--- src/rtc_pkg.sv ---
// package for the real-time clock core: register offsets, field positions,
// reset values, key value and timebase counts.
// assumes an 8-bit special-function register bus with 8-bit addresses.
package rtc_pkg;
    // register offsets on the special-function register bus
    localparam logic [7:0] ADDR_CONFIG = 8'hA1;
    localparam logic [7:0] ADDR_HUNDREDTHS = 8'hA2;
    localparam logic [7:0] ADDR_SECONDS = 8'hA3;
    localparam logic [7:0] ADDR_MINUTES = 8'hA4;
    localparam logic [7:0] ADDR_HOURS = 8'hA5;
    localparam logic [7:0] ADDR_INTERVAL = 8'hA6;
    localparam logic [7:0] ADDR_UNLOCK_KEY = 8'hC1;
    localparam logic [7:0] ADDR_NOMINAL_COMP = 8'hF6;
    localparam logic [7:0] ADDR_TEMP_COMP = 8'hF7;
    localparam logic [7:0] ADDR_INT_PIN_CFG = 8'hFF;

    // configuration register fields
    localparam int CFG_MIDNIGHT_BIT = 7;
    localparam int CFG_HOUR_WRAP_BIT = 6;
    localparam int CFG_TICK_SEL_HI = 5;
    localparam int CFG_TICK_SEL_LO = 4;
    localparam int CFG_SINGLE_BIT = 3;
    localparam int CFG_ALARM_BIT = 2;
    localparam int CFG_ENABLE_BIT = 1;
    localparam int CFG_RESERVED_BIT = 0;

    // reset values and key
    localparam logic [7:0] CONFIG_RESET = 8'h01;
    localparam logic [7:0] REG_RESET = 8'h00;
    localparam logic [7:0] TIMEKEEP_KEY = 8'hEA;

    // tick selection codes
    localparam logic [1:0] TICK_128TH = 2'h0;
    localparam logic [1:0] TICK_SECOND = 2'h1;
    localparam logic [1:0] TICK_MINUTE = 2'h2;
    localparam logic [1:0] TICK_HOUR = 2'h3;

    // counter wrap limits
    localparam logic [7:0] HUNDREDTHS_LAST = 8'h63;
    localparam logic [7:0] SIXTY_LAST = 8'h3B;
    localparam logic [7:0] HOURS_LAST_24 = 8'h17;
    localparam logic [7:0] HOURS_LAST_256 = 8'hFF;

    // crystal timebase
    localparam int CRYSTAL_HZ = 32768;
    localparam int HUNDREDTHS_PER_S = 100;
    localparam int EIGHTS_PER_S = 128;
    // crystal cycles per 1/128 s
    localparam int CYC_PER_128TH = CRYSTAL_HZ / EIGHTS_PER_S;
endpackage : rtc_pkg

--- src/rtc_interval.sv ---
// interval alarm timer: counts the selected time base against a target.
// assumes tick inputs are one-cycle enable pulses.
`timescale 1ns/1ps
`default_nettype none
module rtc_interval (
    input wire logic clk_i,
    input wire logic por_i,
    input wire logic enable_i,
    input wire logic single_i,
    input wire logic [1:0] tick_sel_i,
    input wire logic [7:0] target_i,
    input wire logic tick_128_i,
    input wire logic tick_sec_i,
    input wire logic tick_min_i,
    input wire logic tick_hour_i,
    output logic elapsed_o
);
    logic [7:0] count_q;
    logic done_q;
    logic base_tick;
    logic hit;

    // time base mux
    assign base_tick = (tick_sel_i == rtc_pkg::TICK_128TH) ? tick_128_i :
                       (tick_sel_i == rtc_pkg::TICK_SECOND) ? tick_sec_i :
                       (tick_sel_i == rtc_pkg::TICK_MINUTE) ? tick_min_i : tick_hour_i;
    assign hit = base_tick && (count_q + 8'h01 == target_i);

    // interval count, restart or stop after a hit
    always_ff @(posedge clk_i)
    begin
        elapsed_o <= 1'b0;
        if (por_i || !enable_i)
        begin
            count_q <= 8'h00;
            done_q <= 1'b0;
        end
        else if (base_tick && !done_q)
        begin
            if (hit)
            begin
                count_q <= 8'h00;
                done_q <= single_i;
                elapsed_o <= 1'b1;
            end
            else
            begin
                count_q <= count_q + 8'h01;
            end
        end
    end
endmodule : rtc_interval
`default_nettype wire

--- src/rtc_tick_gen.sv ---
// crystal-edge timebase: produces a 100 Hz and a 128 Hz enable pulse.
// assumes xtal_tick_i is a one-cycle pulse per 32.768 kHz crystal period.
`timescale 1ns/1ps
`default_nettype none
module rtc_tick_gen #(
    parameter int CRYSTAL_HZ = rtc_pkg::CRYSTAL_HZ
) (
    input wire logic clk_i,
    input wire logic por_i,
    input wire logic xtal_tick_i,
    input wire logic [7:0] nominal_comp_i,
    input wire logic [7:0] temp_comp_i,
    output logic tick_100_o,
    output logic tick_128_o
);
    // refuse crystal rates the 1/128 s divider or the 17-bit accumulators cannot serve
    if (CRYSTAL_HZ < 1024 || CRYSTAL_HZ > 65536)
    begin : g_rate_check
        $error("rtc_tick_gen: crystal rate out of range");
    end

    // signed trim in crystal cycles per second, applied once per second
    logic signed [9:0] trim;
    logic [16:0] acc_q;
    logic [16:0] acc_d;
    logic [16:0] limit;
    logic [6:0] eighth_q;
    logic [16:0] hacc_q;
    logic [16:0] hacc_d;
    logic hwrap;

    assign trim = 10'($signed(nominal_comp_i)) + 10'($signed(temp_comp_i));
    assign limit = 17'(CRYSTAL_HZ / rtc_pkg::EIGHTS_PER_S - 1);
    // hundredths by fractional accumulation: step 100 per crystal cycle
    assign hacc_d = hacc_q + 17'(rtc_pkg::HUNDREDTHS_PER_S);
    assign hwrap = hacc_d >= 17'(CRYSTAL_HZ);
    assign acc_d = acc_q + 17'h00001;

    // crystal count, compensation applied at the last 1/128 of each second
    always_ff @(posedge clk_i)
    begin
        tick_128_o <= 1'b0;
        tick_100_o <= 1'b0;
        if (por_i)
        begin
            acc_q <= 17'h00000;
            hacc_q <= 17'h00000;
            eighth_q <= 7'h00;
        end
        else if (xtal_tick_i)
        begin
            if ($signed({1'b0, acc_q}) >= $signed({1'b0, limit}) - ((eighth_q == 7'h7F) ? 18'($signed(trim)) : 18'sh0))
            begin
                acc_q <= 17'h00000;
                eighth_q <= eighth_q + 7'h01;
                tick_128_o <= 1'b1;
            end
            else
            begin
                acc_q <= acc_d;
            end
            hacc_q <= hwrap ? hacc_d - 17'(CRYSTAL_HZ) : hacc_d;
            tick_100_o <= hwrap;
        end
    end
endmodule : rtc_tick_gen
`default_nettype wire

--- src/rtc_timekeeping_core.sv ---
// real-time clock core: time counters, configuration, key protection,
// compensation registers and interval alarm on the special-function bus.
// assumes single-cycle byte reads and writes from the core, a crystal
// edge pulse, and a power-on reset separate from the system reset.
//
// Notes on behaviour
// - counting paced by crystal tick only
// - runs in every power saving mode
// - counters cleared by power-on reset only
// - timekeeping writes need key 0xEA first
// - whole-byte register access only
// - nominal and temperature compensation registers
// - midnight flag sticky until software clears
// - deep sleep refused while midnight flagged
// - hour wrap bit picks 24 or 256
// - hour wrap bit kept across system reset, cleared by power-on reset
// - bits 5:4 select interval tick
// - alarm periodic or single interval
// - enable clear stops and clears counter
// - alarm flag set only by hardware
`timescale 1ns/1ps
`default_nettype none
module rtc_timekeeping_core (
    input wire logic clk_i,
    input wire logic sys_rst_i,
    input wire logic por_i,
    input wire logic xtal_tick_i,
    input wire logic [7:0] sfr_addr_i,
    input wire logic [7:0] sfr_wdata_i,
    input wire logic sfr_wr_i,
    input wire logic sfr_rd_i,
    output logic [7:0] sfr_rdata_o,
    output logic sfr_hit_o,
    output logic [7:0] interrupt_pin_config_o,
    output logic midnight_o,
    output logic alarm_o,
    output logic deep_sleep_allow_o
);
    // configuration fields
    logic midnight_q;
    logic hour_wrap_select_q;
    logic [1:0] interval_tick_select_q;
    logic single_interval_select_q;
    logic alarm_q;
    logic interval_timer_enable_q;

    // counters and plain registers
    logic [7:0] hundredths_q;
    logic [7:0] seconds_q;
    logic [7:0] minutes_q;
    logic [7:0] hours_q;
    logic [7:0] interval_q;
    logic [7:0] unlock_key_q;
    logic [7:0] nominal_comp_q;
    logic [7:0] temp_comp_q;
    logic [7:0] int_pin_cfg_q;
    logic [7:0] rdata_d;

    // timebase and carries
    logic tick_100;
    logic tick_128;
    logic hs_wrap;
    logic sec_wrap;
    logic min_wrap;
    logic hour_wrap;
    logic [7:0] hours_last;
    logic elapsed;

    // register decode
    logic wr_cfg;
    logic wr_hs;
    logic wr_sec;
    logic wr_min;
    logic wr_hour;
    logic wr_ival;
    logic wr_key;
    logic wr_ncomp;
    logic wr_tcomp;
    logic wr_ipc;
    logic unlocked;
    logic cfg_clr_mid;
    logic cfg_clr_alarm;

    rtc_tick_gen u_tick (
        .clk_i(clk_i),
        .por_i(por_i),
        .xtal_tick_i(xtal_tick_i),
        .nominal_comp_i(nominal_comp_q),
        .temp_comp_i(temp_comp_q),
        .tick_100_o(tick_100),
        .tick_128_o(tick_128)
    );

    assign wr_cfg = sfr_wr_i && sfr_addr_i == rtc_pkg::ADDR_CONFIG;
    assign wr_ival = sfr_wr_i && sfr_addr_i == rtc_pkg::ADDR_INTERVAL;
    assign wr_key = sfr_wr_i && sfr_addr_i == rtc_pkg::ADDR_UNLOCK_KEY;
    assign wr_ncomp = sfr_wr_i && sfr_addr_i == rtc_pkg::ADDR_NOMINAL_COMP;
    assign wr_tcomp = sfr_wr_i && sfr_addr_i == rtc_pkg::ADDR_TEMP_COMP;
    assign unlocked = unlock_key_q == rtc_pkg::TIMEKEEP_KEY;
    assign wr_hs = unlocked && sfr_wr_i && sfr_addr_i == rtc_pkg::ADDR_HUNDREDTHS;
    assign wr_sec = unlocked && sfr_wr_i && sfr_addr_i == rtc_pkg::ADDR_SECONDS;
    assign wr_min = unlocked && sfr_wr_i && sfr_addr_i == rtc_pkg::ADDR_MINUTES;
    assign wr_hour = unlocked && sfr_wr_i && sfr_addr_i == rtc_pkg::ADDR_HOURS;
    assign wr_ipc = unlocked && sfr_wr_i && sfr_addr_i == rtc_pkg::ADDR_INT_PIN_CFG;
    // software may only clear flags by writing zero
    assign cfg_clr_mid = wr_cfg && !sfr_wdata_i[rtc_pkg::CFG_MIDNIGHT_BIT];
    assign cfg_clr_alarm = wr_cfg && !sfr_wdata_i[rtc_pkg::CFG_ALARM_BIT];

    assign hs_wrap = tick_100 && hundredths_q == rtc_pkg::HUNDREDTHS_LAST;
    assign sec_wrap = hs_wrap && seconds_q == rtc_pkg::SIXTY_LAST;
    assign min_wrap = sec_wrap && minutes_q == rtc_pkg::SIXTY_LAST;
    assign hours_last = hour_wrap_select_q ? rtc_pkg::HOURS_LAST_24 : rtc_pkg::HOURS_LAST_256;
    assign hour_wrap = min_wrap && hours_q == hours_last;

    // no sleep or system reset gating
    always_ff @(posedge clk_i)
    begin
        if (por_i)
        begin
            hundredths_q <= rtc_pkg::REG_RESET;
            seconds_q <= rtc_pkg::REG_RESET;
            minutes_q <= rtc_pkg::REG_RESET;
            hours_q <= rtc_pkg::REG_RESET;
        end
        else
        begin
            if (wr_hs)
                hundredths_q <= sfr_wdata_i;
            else if (tick_100)
                hundredths_q <= hs_wrap ? 8'h00 : hundredths_q + 8'h01;
            if (wr_sec)
                seconds_q <= sfr_wdata_i;
            else if (hs_wrap)
                seconds_q <= sec_wrap ? 8'h00 : seconds_q + 8'h01;
            if (wr_min)
                minutes_q <= sfr_wdata_i;
            else if (sec_wrap)
                minutes_q <= min_wrap ? 8'h00 : minutes_q + 8'h01;
            if (wr_hour)
                hours_q <= sfr_wdata_i;
            else if (min_wrap)
                hours_q <= hour_wrap ? 8'h00 : hours_q + 8'h01;
        end
    end

    always_ff @(posedge clk_i)
    begin
        if (por_i)
            hour_wrap_select_q <= rtc_pkg::CONFIG_RESET[rtc_pkg::CFG_HOUR_WRAP_BIT];
        else if (wr_cfg)
            hour_wrap_select_q <= sfr_wdata_i[rtc_pkg::CFG_HOUR_WRAP_BIT];
    end

    // midnight and alarm flags, set wins over clear
    always_ff @(posedge clk_i)
    begin
        if (por_i || sys_rst_i)
        begin
            midnight_q <= rtc_pkg::CONFIG_RESET[rtc_pkg::CFG_MIDNIGHT_BIT];
            alarm_q <= rtc_pkg::CONFIG_RESET[rtc_pkg::CFG_ALARM_BIT];
        end
        else
        begin
            if (hour_wrap)
                midnight_q <= 1'b1;
            else if (cfg_clr_mid)
                midnight_q <= 1'b0;
            if (elapsed)
                alarm_q <= 1'b1;
            else if (cfg_clr_alarm)
                alarm_q <= 1'b0;
        end
    end

    always_ff @(posedge clk_i)
    begin
        if (por_i || sys_rst_i)
        begin
            interval_tick_select_q <= rtc_pkg::CONFIG_RESET[rtc_pkg::CFG_TICK_SEL_HI:rtc_pkg::CFG_TICK_SEL_LO];
            single_interval_select_q <= rtc_pkg::CONFIG_RESET[rtc_pkg::CFG_SINGLE_BIT];
            interval_timer_enable_q <= rtc_pkg::CONFIG_RESET[rtc_pkg::CFG_ENABLE_BIT];
        end
        else if (wr_cfg)
        begin
            interval_tick_select_q <= sfr_wdata_i[rtc_pkg::CFG_TICK_SEL_HI:rtc_pkg::CFG_TICK_SEL_LO];
            single_interval_select_q <= sfr_wdata_i[rtc_pkg::CFG_SINGLE_BIT];
            interval_timer_enable_q <= sfr_wdata_i[rtc_pkg::CFG_ENABLE_BIT];
        end
    end

    // plain registers: key, interval, compensation, pin config
    always_ff @(posedge clk_i)
    begin
        if (por_i || sys_rst_i)
        begin
            unlock_key_q <= rtc_pkg::REG_RESET;
            interval_q <= rtc_pkg::REG_RESET;
            nominal_comp_q <= rtc_pkg::REG_RESET;
            temp_comp_q <= rtc_pkg::REG_RESET;
            int_pin_cfg_q <= rtc_pkg::REG_RESET;
        end
        else
        begin
            if (wr_key)
                unlock_key_q <= sfr_wdata_i;
            if (wr_ival)
                interval_q <= sfr_wdata_i;
            if (wr_ncomp)
                nominal_comp_q <= sfr_wdata_i;
            if (wr_tcomp)
                temp_comp_q <= sfr_wdata_i;
            if (wr_ipc)
                int_pin_cfg_q <= sfr_wdata_i;
        end
    end

    rtc_interval u_interval (
        .clk_i(clk_i),
        .por_i(por_i || sys_rst_i),
        .enable_i(interval_timer_enable_q),
        .single_i(single_interval_select_q),
        .tick_sel_i(interval_tick_select_q),
        .target_i(interval_q),
        .tick_128_i(tick_128),
        .tick_sec_i(hs_wrap),
        .tick_min_i(sec_wrap),
        .tick_hour_i(min_wrap),
        .elapsed_o(elapsed)
    );

    // read mux, unmapped reads give zero
    always_comb
    begin
        rdata_d = 8'h00;
        case (sfr_addr_i)
            rtc_pkg::ADDR_CONFIG: rdata_d = {midnight_q, hour_wrap_select_q, interval_tick_select_q,
                                             single_interval_select_q, alarm_q, interval_timer_enable_q,
                                             rtc_pkg::CONFIG_RESET[rtc_pkg::CFG_RESERVED_BIT]};
            rtc_pkg::ADDR_HUNDREDTHS: rdata_d = hundredths_q;
            rtc_pkg::ADDR_SECONDS: rdata_d = seconds_q;
            rtc_pkg::ADDR_MINUTES: rdata_d = minutes_q;
            rtc_pkg::ADDR_HOURS: rdata_d = hours_q;
            rtc_pkg::ADDR_INTERVAL: rdata_d = interval_q;
            rtc_pkg::ADDR_UNLOCK_KEY: rdata_d = unlock_key_q;
            rtc_pkg::ADDR_NOMINAL_COMP: rdata_d = nominal_comp_q;
            rtc_pkg::ADDR_TEMP_COMP: rdata_d = temp_comp_q;
            rtc_pkg::ADDR_INT_PIN_CFG: rdata_d = int_pin_cfg_q;
            default: rdata_d = 8'h00;
        endcase
    end

    // registered read data, one cycle after the read strobe
    always_ff @(posedge clk_i)
    begin
        if (sys_rst_i || por_i)
            sfr_rdata_o <= 8'h00;
        else if (sfr_rd_i)
            sfr_rdata_o <= rdata_d;
    end

    assign sfr_hit_o = (sfr_rd_i || sfr_wr_i) && (rdata_d != 8'h00 || sfr_addr_i == rtc_pkg::ADDR_CONFIG ||
                       sfr_addr_i[7:4] == 4'hA || sfr_addr_i == rtc_pkg::ADDR_UNLOCK_KEY ||
                       sfr_addr_i[7:1] == 7'h7B || sfr_addr_i == rtc_pkg::ADDR_INT_PIN_CFG);
    assign interrupt_pin_config_o = int_pin_cfg_q;
    assign midnight_o = midnight_q;
    assign alarm_o = alarm_q;
    assign deep_sleep_allow_o = !midnight_q;
endmodule : rtc_timekeeping_core
`default_nettype wire

--- config.mk ---
export PLATFORM = sky130hd
export DESIGN_NAME = rtc_timekeeping_core
export DESIGN_NICKNAME = d
export VERILOG_FILES = /design/src/rtc_pkg.sv /design/src/rtc_interval.sv /design/src/rtc_tick_gen.sv /design/src/rtc_timekeeping_core.sv
export SDC_FILE = /design/constraint.sdc
export NUM_CORES = 1
export LEC_CHECK = 0
export ABC_AREA = 0
export ABC_CLOCK_PERIOD_IN_PS = 5200
export BUFFER_PORTS_ARGS = -buffer_cell sky130_fd_sc_hd__buf_4
export CAP_MARGIN = 20
export CORE_ASPECT_RATIO = 0.7
export CORE_MARGIN = 4
export CORE_UTILIZATION = 49
export CTS_CLUSTER_SIZE = 24
export DETAILED_ROUTE_END_ITERATION = 6
export PLACE_DENSITY_LB_ADDON = 0.3
export REMOVE_ABC_BUFFERS = 1
export SYNTH_ARGS = -nofsm -noshare
export SYNTH_HDL_FRONTEND = slang
export SYNTH_SLANG_ARGS = --single-unit
--- constraint.sdc ---
create_clock -name clk_i -period 5.2 [get_ports clk_i]
set_clock_uncertainty 0.2 [all_clocks]
set_input_delay 0.52 -clock clk_i [delete_from_list [all_inputs] [get_ports clk_i]]
set_output_delay 0.52 -clock clk_i [all_outputs]
set_load 0.02 [all_outputs]
Word level (Yosys, flattened, before mapping)
Index checks and enable logic that the tools add are counted.
Storage, ports and cells
  flip-flop bits (word level): 140
  input bits: 22
  output and inout port bits: 20
  word-level logic and storage cells: 132
Cells by class
  add/sub/neg operators: 11
  magnitude comparators: 2
  equality and inequality tests: 21
  muxes and demuxes: 27
  bitwise gates (word level): 2
  reductions and logical operators: 45
Operators with widths (number)
  $mux 8: 14
  $eq 8x8->1 const B: 11
  $pmux 8 s10: 1
  $add 8x1->8 const B: 5
  $mux 17: 2
  $logic_and 1x1->1: 20
  $ge 18x18->1: 1
  $mux 18: 1
  $sub 9x18->18 const A: 1
  $add 17x1->17 const B: 1
  $add 17x7->17 const B: 1
  $ge 17x16->1 const B: 1
  $sub 17x16->17 const B: 1
  $eq 8x6->1 const B: 2
  $eq 8x8->1: 2
  $eq 7x7->1 const B: 2
  $reduce_bool 2->1: 6
  $add 8x8->9: 1
  $mux 1: 9
  $eq 8x7->1 const B: 1
  $logic_or 1x1->1: 8
  $reduce_bool 8->1: 1
  $add 7x1->7 const B: 1
  $logic_not 1->1: 5
  7 further kinds: 10

Longest topological paths before layout
Gate-level depths: netlist of run 1.
  depth after elaboration: 10
  depth in mapped cells: 19
  depth with buffers taken out: 17

By module
Synthesis of run 1 repeated with hierarchy kept, for this count alone.
Unflattened totals
  cell total of the unflattened synthesis: 990
  area total of the unflattened synthesis: 8039.0 um^2
Modules (own cells, without submodules)
  rtc_timekeeping_core: times used 1, cells each 599, area each 4687.0 um^2, seq. area each 1741.7 um^2
  rtc_tick_gen: times used 1, cells each 298, area each 2527.4 um^2, seq. area each 820.8 um^2
  rtc_interval: times used 1, cells each 93, area each 824.5 um^2, seq. area each 200.2 um^2

Worst setup path before layout of run 1
No wires, ideal clock.
  kind: register -> register
  from: register nominal_comp_q[0]
  to: register u_tick.acc_q[10]
  library setup time: 128 ps
  arrival time: 3418 ps
  data required time: 4872 ps
  path slack: 1454 ps
  cell stages (with the launch flop): 20
  buffers on the path: 2
  period minus slack after synthesis: 3746 ps
  cells stage by stage: dfxtp_1 ha_1 inv_1 fa_1 nor2b_1 o21ai_0 a21oi_1 o21ai_0 nand2b_1 xnor2_1 nor2_1 ha_1 a21o_1 a21oi_1 o21ba_2 a21oi_1 or2_2 clkbuf_1 clkbuf_1 nor2_1
Between the ends
  longest elaborated chain between the ends: 5
RTL lines
  start, declared: line rtc_timekeeping_core.sv:54  | logic [7:0] nominal_comp_q;
  start signal, assigned: line rtc_timekeeping_core.sv:198  | nominal_comp_q <= rtc_pkg::REG_RESET;
  start signal, assigned: line rtc_timekeeping_core.sv:209  | nominal_comp_q <= sfr_wdata_i;
  $add 8x8->9: line rtc_tick_gen.sv:32  | assign trim = 10'($signed(nominal_comp_i)) + 10'($signed(temp_comp_i));
  $mux 18: line rtc_tick_gen.sv:52  | if ($signed({1'b0, acc_q}) >= $signed({1'b0, limit}) - ((eighth_q == 7'h7F) ? 18'($signed(trim)) : 18'sh0))
  $sub 9x18->18: line rtc_tick_gen.sv:52
  $ge 18x18->1: line rtc_tick_gen.sv:52
  $mux 17: line rtc_tick_gen.sv:52
  end signal, assigned: line rtc_tick_gen.sv:46  | acc_q <= 17'h00000;
  end signal, assigned: line rtc_tick_gen.sv:54  | acc_q <= 17'h00000;
  end signal, assigned: line rtc_tick_gen.sv:60  | acc_q <= acc_d;
  end, declared: line rtc_tick_gen.sv:24  | logic [16:0] acc_q;
No other way between the ends.
A chain may end at the register's enable or synchronous reset.

Final worst setup path of run 1
  from: register nominal_comp_q[0]
  to: register u_tick.eighth_q[3]
Between the ends
  longest elaborated chain between the ends: 5
RTL lines
  $add 8x8->9: line rtc_tick_gen.sv:32
  $mux 18: line rtc_tick_gen.sv:52
  $sub 9x18->18: line rtc_tick_gen.sv:52
  $ge 18x18->1: line rtc_tick_gen.sv:52
  $reduce_and 2->1 (no line)
  end signal, assigned: line rtc_tick_gen.sv:55  | eighth_q <= eighth_q + 7'h01;
  end, declared: line rtc_tick_gen.sv:27  | logic [6:0] eighth_q;
No other way between the ends.

==> results.ini, run 1 <==
[clock_tree]
cts-resized-gates = 0
numClockSinks = 138
clkLatencyLatePin_ns = 0.43
cts.clk_slew.worst_paths_ns = 0.07
cts_buffers = 17
cts-htree-levels = 4
cts_tree = built
clockBufferDepth = 2
postCtsSetupRepairBufs = 0
ctsHoldBuffers = 0
clockRootBuffer = clkbuf_16

[finish]
num-nets-final = 1043
syn_to_final_growth_pct = 11.83
antenna_cells = 0
drive_above_1_share = 0.09633
top_register = u_tick.acc_q
reg.largest.list = u_tick.acc_q (17), u_tick.hacc_q (15)
largest_register_ffs = 17
fin_cells = 1207
nFillCells = 1428

[setup_path]
slowest_stage = a21oi_1
crit_chain = ha_1, inv_1, fa_1, nor2b_1, o21ai_0, a21oi_1, o21ai_0, nand2b_1, xnor2_1, nor2_1, ha_1, a21o_1, a21oi_1, o21ba_2, a21oi_1, and3_1, mux2_2
cp.required_ns = 5.31
start_kind = flip-flop
max_stage_delay_ns = 0.51
critPathMaxFanout = 8
critPathCaptureType = flip-flop
cp_common_cell = a21oi_1
path_class = reg2reg
crit_arrival_ns = 4.08

[placed_design]
portBuffers = 41
dp_slack_ns = 1.322
dp_hpwl_mm = 15.31
gp_congestion = 0.9347
placed_cells = 1175

[timing]
max_slew_margin = 0.3443
postLayoutSetupSlackWorst_ns = 1.238
layout_worst_path_cycle_share = 0.7620
tightest_slew_ns = 0.9816
period_needed_ns = 3.962
slew_viol_final = 0
fin_setup_tns_ns = 0
final-hold-violation-count = 0
final-setup-viol-count = 0
rsz0062_at_grt = false
fmax_ghz = 0.2524

[logic_synthesis]
avgSynthCellArea_um2 = 7.944
yosys.area.top_type_share = 0.3502
synth_ff_type = dfxtp_1
ys_seq_area_frac = 0.3502
synth_area_leader_cell = dfxtp_1
synth_warnings = 0
synthTopCellsByCount = 140 x nor2_1, 138 x dfxtp_1, 107 x nand2_1
ys_seq_elements = 138
ys_types = 71
async_flop_share = 0
synth_edf_count = 0
syn_inst = 993
yosys-top-cells-area = dfxtp_1 35%, nor2_1 6.7%, mux2i_1 5.8%
yosys.cell_count.top_type = nor2_1
synth_area_mm2 = 0.007889

[route]
vias_per_cell = 6.016
via_count = 7261
route.detailed.drc = 0
maxUsedRoutingLayer = met4
ant_nets = 0
dr.pass1.iters = 6
wl_per_cell_um = 17.82
drt_wl_total_mm = 21.51
wl_met1_mm = 10.78
drt_iter0_markers = 821
wl_met2_mm = 8.380
wl_met3_mm = 2.060

[power]
p_leak_nw = 3.440
peakVddDrop_v = 0.0001951
powerDensity_mw_per_mm2 = 284.0

[floorplanning]
fp.dieH_um = 114.2
io_pins = 42
die-width_um = 159.7
dieArea_mm2 = 0.01823
start_util = 0.5043
num_rows = 38
core_mm2 = 0.01564

[hold_path]
hold_class = in2reg

[global_route]
grt_max_degree = 48
grt_pass1_wl_mm = 34.46
antenna_found_initial = 0
grt_pass1_vias = 6340
track_usage = 0.2358
grt_overflow = 0

[job]
maxCapViolations = 0

[outcome]
status = finished, final reports clean

## routing by layer
metal,vias up,track usage
li1,3557,-
met1,3385,0.3613
met2,289,0.3127
met3,30,0.07665
met4,0,0.06069
met5,-,0
## final timing paths
path / startpoint / slack (ns) / end / depth (start not counted)
min: sfr_rd_i / 0.23 / sfr_rdata_o[6]$_SDFFE_PP0P_ / 2
max: nominal_comp_q[0]$_SDFFE_PP0P_ / 1.24 / u_tick.eighth_q[3]$_SDFFE_PP0P_ / 17
min reg2reg: u_interval.elapsed_o$_SDFF_PP0_ / 0.23 / alarm_o$_SDFFE_PP0P_ / 2
max reg2reg: nominal_comp_q[0]$_SDFFE_PP0P_ / 1.24 / u_tick.eighth_q[3]$_SDFFE_PP0P_ / 17
## area by class of cell
class	instances	area, um^2	area share
Clock buffer	18	439.2	0.04978
Clock inverter	14	162.7	0.01844
Inverter	18	67.56	0.007658
Multi-Input combinational cell	776	4817	0.5460
Sequential cell	138	2763	0.3131
Tap cell	200	250.2	0.02836
Timing Repair Buffer	43	322.8	0.03659
## cell families (layout without fill, tap and decap cells)
kind of cell | after synthesis | after routing | synth area share
AO/OA/AOI/OAI | 201 | 201 | 0.1683
XOR/XNOR | 57 | 57 | 0.06328
adder cells (fa/ha/maj) | 27 | 27 | 0.04377
buffers and inverters | 79 | 93 | 0.03917
flip-flops | 138 | 138 | 0.3502
multiplexers | 52 | 52 | 0.06693
AND/OR/NAND/NOR | 439 | 439 | 0.2684
## through the flow
step           hold slack [ns]  instance area, um^2    util  total power, mW
2_1_floorplan           0.2108                 7647       -            1.210
3_3_place_gp            0.2164                 8220  0.5255            1.288
3_5_place_dp            0.2220                 8220  0.5255            1.290
4_1_cts                 0.2039                 8822  0.5640            2.525
5_1_grt                 0.2180                 8822  0.5640            2.599
6_report                0.2270                 8822  0.5640            2.505
## placed cells by master, fill, tap and decap left out, types with 4 or more instances in the layout
| cell | instances |
|---|---|
| dfxtp_1 | 138 |
| buf_4 | 43 |
| a22oi_1 | 11 |
| a21oi_1 | 63 |
| mux2i_1 | 46 |
| nor3_1 | 29 |
| ha_1 | 26 |
| o21ai_0 | 35 |
| and3_1 | 23 |
| clkbuf_16 | 17 |
| a221oi_1 | 6 |
| nor2_1 | 140 |
| nand3_1 | 46 |
| or3_1 | 4 |
| a211oi_1 | 25 |
| nand3b_1 | 5 |
| and4_1 | 4 |
| a311oi_1 | 8 |
| o22ai_1 | 7 |
| a31oi_1 | 6 |
| a41oi_1 | 5 |
| xnor2_1 | 24 |
| clkinvlp_4 | 4 |
| mux2_2 | 6 |
| xor2_1 | 33 |
| and2_1 | 10 |
| nor2b_1 | 16 |
| nand4_1 | 16 |
| nor4_1 | 6 |
| inv_6 | 4 |
| nand2_1 | 107 |
| inv_1 | 18 |
| or2_2 | 5 |
| nand2b_1 | 5 |
## worst max-delay path: cells and delay by family, from the launching register on
family                   cells  cell delay, ns
flip-flops                   1            0.36
XOR/XNOR                     1            0.13
multiplexers                 1            0.33
AO/OA/AOI/OAI                7            1.32
buffers and inverters        1            0.06
adder cells (fa/ha/maj)      3            0.85
AND/OR/NAND/NOR              4            0.61
## report_power, final
part           leakage (nW)  internal (mW)  switching (mW)
Combinational          2.04         0.0653           0.104
Clock                 0.282          0.729           0.506
Sequential             1.11           1.07          0.0269
(Power assumes the default switching activity.)
==> run 2: changes to the inputs <==
Settings changed: ABC_CLOCK_PERIOD_IN_PS 5200 to 4000.
Clock period 5.2 ns to 4 ns, I/O delays scaled along.
==> run 2 against run 1 <==
  * Critical path depth is the same
  * Via count grew 1.2%
  * Sequential power grew 30%
  * Worst setup slack lost 1.0 ns
  * Wire length grew 1.8%
  * First-iteration DRC count shrank 6.5%
  * Sequential cell count is the same
  * Sequential share of layout area shrank 0.24 points
  * Die area is the same
  * Combinational power grew 31%
==> results.ini, run 2 (synthesis results as in run 1) <==
[global_route]
grt_pass1_vias = 6513
antenna_found_initial = 1
grt_pass1_wl_mm = 35.22
grt_max_degree = 48
track_usage = 0.2396
grt_overflow = 0

[floorplanning]
dieArea_mm2 = 0.01823
core_mm2 = 0.01564
fp.dieH_um = 114.2
die-width_um = 159.7
io_pins = 42
num_rows = 38
start_util = 0.5043

[outcome]
status = finished, final reports clean

[finish]
largest_register_ffs = 17
layout_common_cells = 140 x nor2_1, 138 x dfxtp_1, 107 x nand2_1
fin_cells = 1213
fin_util = 0.5683
top_register = u_tick.acc_q
syn_to_final_growth_pct = 12.69
num-nets-final = 1049
final_common_cell = nor2_1
multi_input_area_mm2 = 0.004828
finish.instance_area_mm2 = 0.008890
regArea_mm2 = 0.002763
antenna_cells = 0
nFillCells = 1423
drive_above_1_share = 0.1037
reg.largest.list = u_tick.acc_q (17), u_tick.hacc_q (15)

[hold_path]
hold_class = in2reg
min_from = sfr_rd_i
min_to = sfr_rdata_o[5]$_SDFFE_PP0P_
whs_path_depth = 2

[power]
switchingPower_mw = 0.8349
p_leak_nw = 3.481
peakVddDrop_v = 0.0002242
p_int_mw = 2.475
pwr-share-comb = 0.067
powerDensity_mw_per_mm2 = 372.3
p_clk_frac = 0.501
seq_power_share = 0.432
swShare = 0.2523

[clock_tree]
cts-htree-levels = 4
numClockSinks = 138
cts_buffers = 17
clockRootBuffer = clkbuf_16
clkLatencyLatePin_ns = 0.42
cts.clk_slew.worst_paths_ns = 0.07
cts_tree = built
clockBufferDepth = 2
postCtsSetupRepairBufs = 0

[setup_path]
r2r-start = nominal_comp_q[0]$_SDFFE_PP0P_
path_class = reg2reg
slowest_stage = fa_1
cp_num_buf_inv = 1
crit_family = compound AO/OA/AOI/OAI gates
start_kind = flip-flop
path_depth = 17
critPathCaptureType = flip-flop
reg2reg_slack_ns = 0.24
crit_arrival_ns = 3.88
cp.required_ns = 4.12
crit_chain = ha_1, inv_1, fa_1, nor2b_1, o21ai_0, a21oi_1, o21ai_0, nand2b_1, xnor2_1, nor2_1, ha_1, a21o_1, a21oi_1, o21ba_2, a211oi_2, and3_1, mux2_2
worstRegToRegCells = 17
max_stage_delay_ns = 0.37
r2r_end = u_tick.eighth_q[4]$_SDFFE_PP0P_
critPathMaxFanout = 3

[route]
dr.pass1.iters = 5
route.detailed.drc = 0
wl_per_cell_um = 18.05
via_count = 7349
vias_per_cell = 6.059
drt_iter0_markers = 768
drt_wl_total_mm = 21.89
ant_nets = 0

[placed_design]
placed_cells = 1181
dp_hpwl_mm = 15.42
gp_congestion = 0.9406
place_area_mm2 = 0.008265
portBuffers = 41

[job]
maxCapViolations = 0

[timing]
tightest_slew_ns = 0.9653
layout_worst_path_cycle_share = 0.9411
final-setup-viol-count = 0
fmax_ghz = 0.2657
slew_viol_final = 0
fin_setup_tns_ns = 0
final-hold-violation-count = 0
rsz0062_at_grt = false
max_slew_margin = 0.3552
period_needed_ns = 3.764

-- run 2: what timing repair did --
item / 4_1_cts / 5_1_grt
endpoints found under the setup margin: 0 / 18
gates resized for setup: 0 / 4
hold buffers: 0 / 0
-- run 2: layout make-up --
class                           count  area share
Multi-Input combinational cell    776      0.5431
Timing Repair Buffer               49     0.04138
Clock buffer                       17     0.04785
Inverter                           18    0.007600
Sequential cell                   138      0.3108
Clock inverter                     15     0.02111
Tap cell                          200     0.02815
-- run 2: worst register-to-register path, stage by stage (launching register included) --
cell      delay (ns)
dfxtp_1         0.36
ha_1            0.18
inv_1           0.06
fa_1            0.37
nor2b_1         0.15
o21ai_0         0.13
a21oi_1         0.25
o21ai_0         0.14
nand2b_1        0.13
xnor2_1         0.14
nor2_1          0.07
ha_1            0.31
a21o_1          0.12
a21oi_1         0.09
o21ba_2         0.23
a211oi_2        0.23
and3_1          0.19
mux2_2          0.32
-- run 2: power groups by stage --
stage / combinational [mW] / clock, mW / sequential [mW]
5_1_grt: 0.241 / 1.74 / 1.44
4_1_cts: 0.219 / 1.68 / 1.43
3_5_place_dp: 0.217 / 0 / 1.46
2_1_floorplan: 0.119 / 0 / 1.45
3_3_place_gp: 0.213 / 0 / 1.46
6_report: 0.222 / 1.66 / 1.43
-- run 2: per-layer routing --
metal	up-vias	GRT usage	routed length [um]
met1	3439	0.3603	10670
met2	298	0.3317	8879
met3	33	0.07017	2031
li1	3577	-	-
met4	2	0.06301	286
met5	-	0	19
-- run 2: stage by stage --
step / hold WS (ns) / setup slack, ns / power [mW]
final: 0.1094 / 0.2357 / 3.310
after global routing: 0.1164 / 0.02115 / 3.420
after CTS: 0.09394 / 0.1478 / 3.327
after detailed placement: 0.2254 / 0.3419 / 1.678
after global placement: 0.2166 / 0.4136 / 1.673
after floorplan: 0.2108 / 0.4520 / 1.573
-- run 2: worst max-delay path by stage --
stage	startpoint	endpoint	slack, ns
2_1_floorplan	nominal_comp_q[0]$_SDFFE_PP0P_	u_tick.eighth_q[3]$_SDFFE_PP0P_	0.45
3_3_place_gp	nominal_comp_q[0]$_SDFFE_PP0P_	u_tick.eighth_q[4]$_SDFFE_PP0P_	0.41
3_5_place_dp	nominal_comp_q[0]$_SDFFE_PP0P_	u_tick.eighth_q[4]$_SDFFE_PP0P_	0.34
4_1_cts	nominal_comp_q[0]$_SDFFE_PP0P_	u_tick.eighth_q[4]$_SDFFE_PP0P_	0.15
5_1_grt	temp_comp_q[0]$_SDFFE_PP0P_	u_tick.eighth_q[4]$_SDFFE_PP0P_	0.02
6_report	nominal_comp_q[0]$_SDFFE_PP0P_	u_tick.eighth_q[4]$_SDFFE_PP0P_	0.24
==> run 3: changes to the inputs <==
Settings changed: ABC_CLOCK_PERIOD_IN_PS 4000 to 3700, GPL_TIMING_DRIVEN from default to 0.
Clock period 4 ns to 3.7 ns, I/O delays scaled along.
==> run 3 against run 2 <==
  * Total power is 2.1% higher
  * Fmax is 6.5% higher
  * Sequential share of layout area is 0.32 points higher
  * Largest power group unchanged
  * Worst setup slack worse by 0.072 ns
  * Highest routed layer is now met4
  * Cell count is 0.58% lower
  * First-iteration DRC count is 1.4% higher
==> results.ini, run 3 (synthesis results as in run 1) <==
[power]
switchingPower_mw = 0.9058
peakVddDrop_v = 0.0002820
seq_power_share = 0.458
p_clk_frac = 0.472
powerDensity_mw_per_mm2 = 383.6
pwr-share-comb = 0.070
p_int_mw = 2.472
swShare = 0.2681
p_leak_nw = 3.417

[setup_path]
start_kind = flip-flop
crit_arrival_ns = 3.66
r2r-start = nominal_comp_q[0]$_SDFFE_PP0P_
critPathMaxFanout = 3
critPathCaptureType = flip-flop
path_class = reg2reg
worstSetupStartpoint = nominal_comp_q[0]$_SDFFE_PP0P_
cp.required_ns = 3.82

[route]
drt_wl_total_mm = 21.43
drt_iter0_markers = 779
route.detailed.drc = 0
via_count = 7226
vias_per_cell = 5.992
ant_nets = 0
wl_per_cell_um = 17.77
dr.pass1.iters = 5

[finish]
num-nets-final = 1042
reg.largest.list = u_tick.acc_q (17), u_tick.hacc_q (15)
drive_above_1_share = 0.1064
syn_to_final_growth_pct = 11.64
largest_register_ffs = 17
fin_cells = 1206
final_common_cell = nor2_1
top_register = u_tick.acc_q
antenna_cells = 0
layout_common_cells = 140 x nor2_1, 136 x dfxtp_1, 107 x nand2_1
nFillCells = 1438

[job]
maxCapViolations = 0

[clock_tree]
cts.clk_slew.worst_paths_ns = 0.07
numClockSinks = 138
cts_tree = built
ctsHoldBuffers = 0
cts-htree-levels = 4
clockBufferDepth = 2
cts_buffers = 17
clockRootBuffer = clkbuf_16
clkLatencyLatePin_ns = 0.43

[timing]
max_slew_margin = 0.3320
fmax_ghz = 0.2828
final-setup-viol-count = 0
period_needed_ns = 3.536
tightest_slew_ns = 0.9944
layout_worst_path_cycle_share = 0.9557
hold_ws_ns = 0.06794
fin_setup_tns_ns = 0
slew_viol_final = 0
rsz0062_at_grt = true
final-hold-violation-count = 0

[outcome]
status = finished, final reports clean

[global_route]
track_usage = 0.2405
antenna_found_initial = 0
grt_max_degree = 63
grt_overflow = 0
grt_pass1_wl_mm = 35.40
grt_pass1_vias = 6668

[floorplanning]
dieArea_mm2 = 0.01823
core_mm2 = 0.01564
start_util = 0.5043
io_pins = 42
fp.dieH_um = 114.2
num_rows = 38
die-width_um = 159.7

[hold_path]
hold_class = in2reg
min_from = sfr_rd_i

[placed_design]
portBuffers = 41
gp_congestion = 0.9608
dp_hpwl_mm = 14.93
placed_cells = 1173

==> run 3: cell count changes in the layout (fill, tap and decap cells not counted), sizes merged <==
cell,before,now
buf,49,42
bufinv,3,0
clkinv,3,5
clkbuf,17,18
==> run 3: final cells by class <==
cell class                      instances  area [um^2]  share of cell area
Inverter                               18        67.56            0.007672
Clock inverter                         14        116.4             0.01321
Multi-Input combinational cell        776         4863              0.5522
Sequential cell                       138         2765              0.3140
Clock buffer                           18        429.2             0.04873
Tap cell                              200        250.2             0.02841
Timing Repair Buffer                   42        315.3             0.03580
==> run 3: path summary, 6_finish.rpt <==
check,end,slack [ns],cells past startpoint
worst min register to register,alarm_o$_SDFFE_PP0P_,0.24,2
worst max register to register,u_tick.eighth_q[4]$_SDFFE_PP0P_,0.16,17
worst max-delay path,u_tick.eighth_q[4]$_SDFFE_PP0P_,0.16,17
worst min-delay path,sfr_rdata_o[5]$_SDFFE_PP0P_,0.07,2
==> run 3: power by group through the flow <==
stage | sequential (mW) | combinational (mW) | clock, mW
after floorplan | 1.57 | 0.128 | 0
after global placement | 1.58 | 0.229 | 0
after detailed placement | 1.58 | 0.231 | 0
after CTS | 1.55 | 0.233 | 1.62
after global routing | 1.55 | 0.262 | 1.69
final | 1.55 | 0.236 | 1.59
==> run 3: metal layers <==
metal	part of all wire	GRT usage	up-vias
met5	0	0	-
met4	0.016	0.07168	0
met3	0.088	0.06945	38
met2	0.39	0.3201	248
met1	0.50	0.3691	3384
li1	-	-	3556
==> run 3: worst max-delay path, cell delays in order, from the launching register on <==
cell and delay [ns]:
dfxtp_2 0.34, ha_2 0.18, inv_1 0.05, fa_2 0.34, nor2b_2 0.13, o21ai_0 0.10, a21oi_1 0.18, o21ai_0 0.09
nand2b_1 0.11, xnor2_1 0.12, nor2_1 0.05, ha_1 0.32, a21o_1 0.13, a21oi_2 0.07, o21ba_2 0.24, a211oi_4 0.24
and3_1 0.20, mux2_2 0.32
==> run 3: per-stage QoR <==
| step | utilization | cell area [um^2] | power (mW) | setup slack [ns] |
|---|---|---|---|---|
| after CTS | 0.5605 | 8767 | 3.400 | 0.007242 |
| final | 0.5630 | 8807 | 3.378 | 0.1638 |
| after detailed placement | 0.5246 | 8205 | 1.810 | -0.2514 |
| after global routing | 0.5630 | 8807 | 3.501 | -0.06232 |
| after floorplan | - | 7647 | 1.701 | 0.1520 |
| after global placement | 0.5246 | 8205 | 1.808 | -0.2134 |
==> run 3: timing repair <==
| action | CTS | global route |
|---|---|---|
| pin swaps | 1 | 3 |
| gates resized for setup | 2 | 14 |
| buffers inserted | 1 | 0 |
| setup endpoints to repair | 21 | 26 |
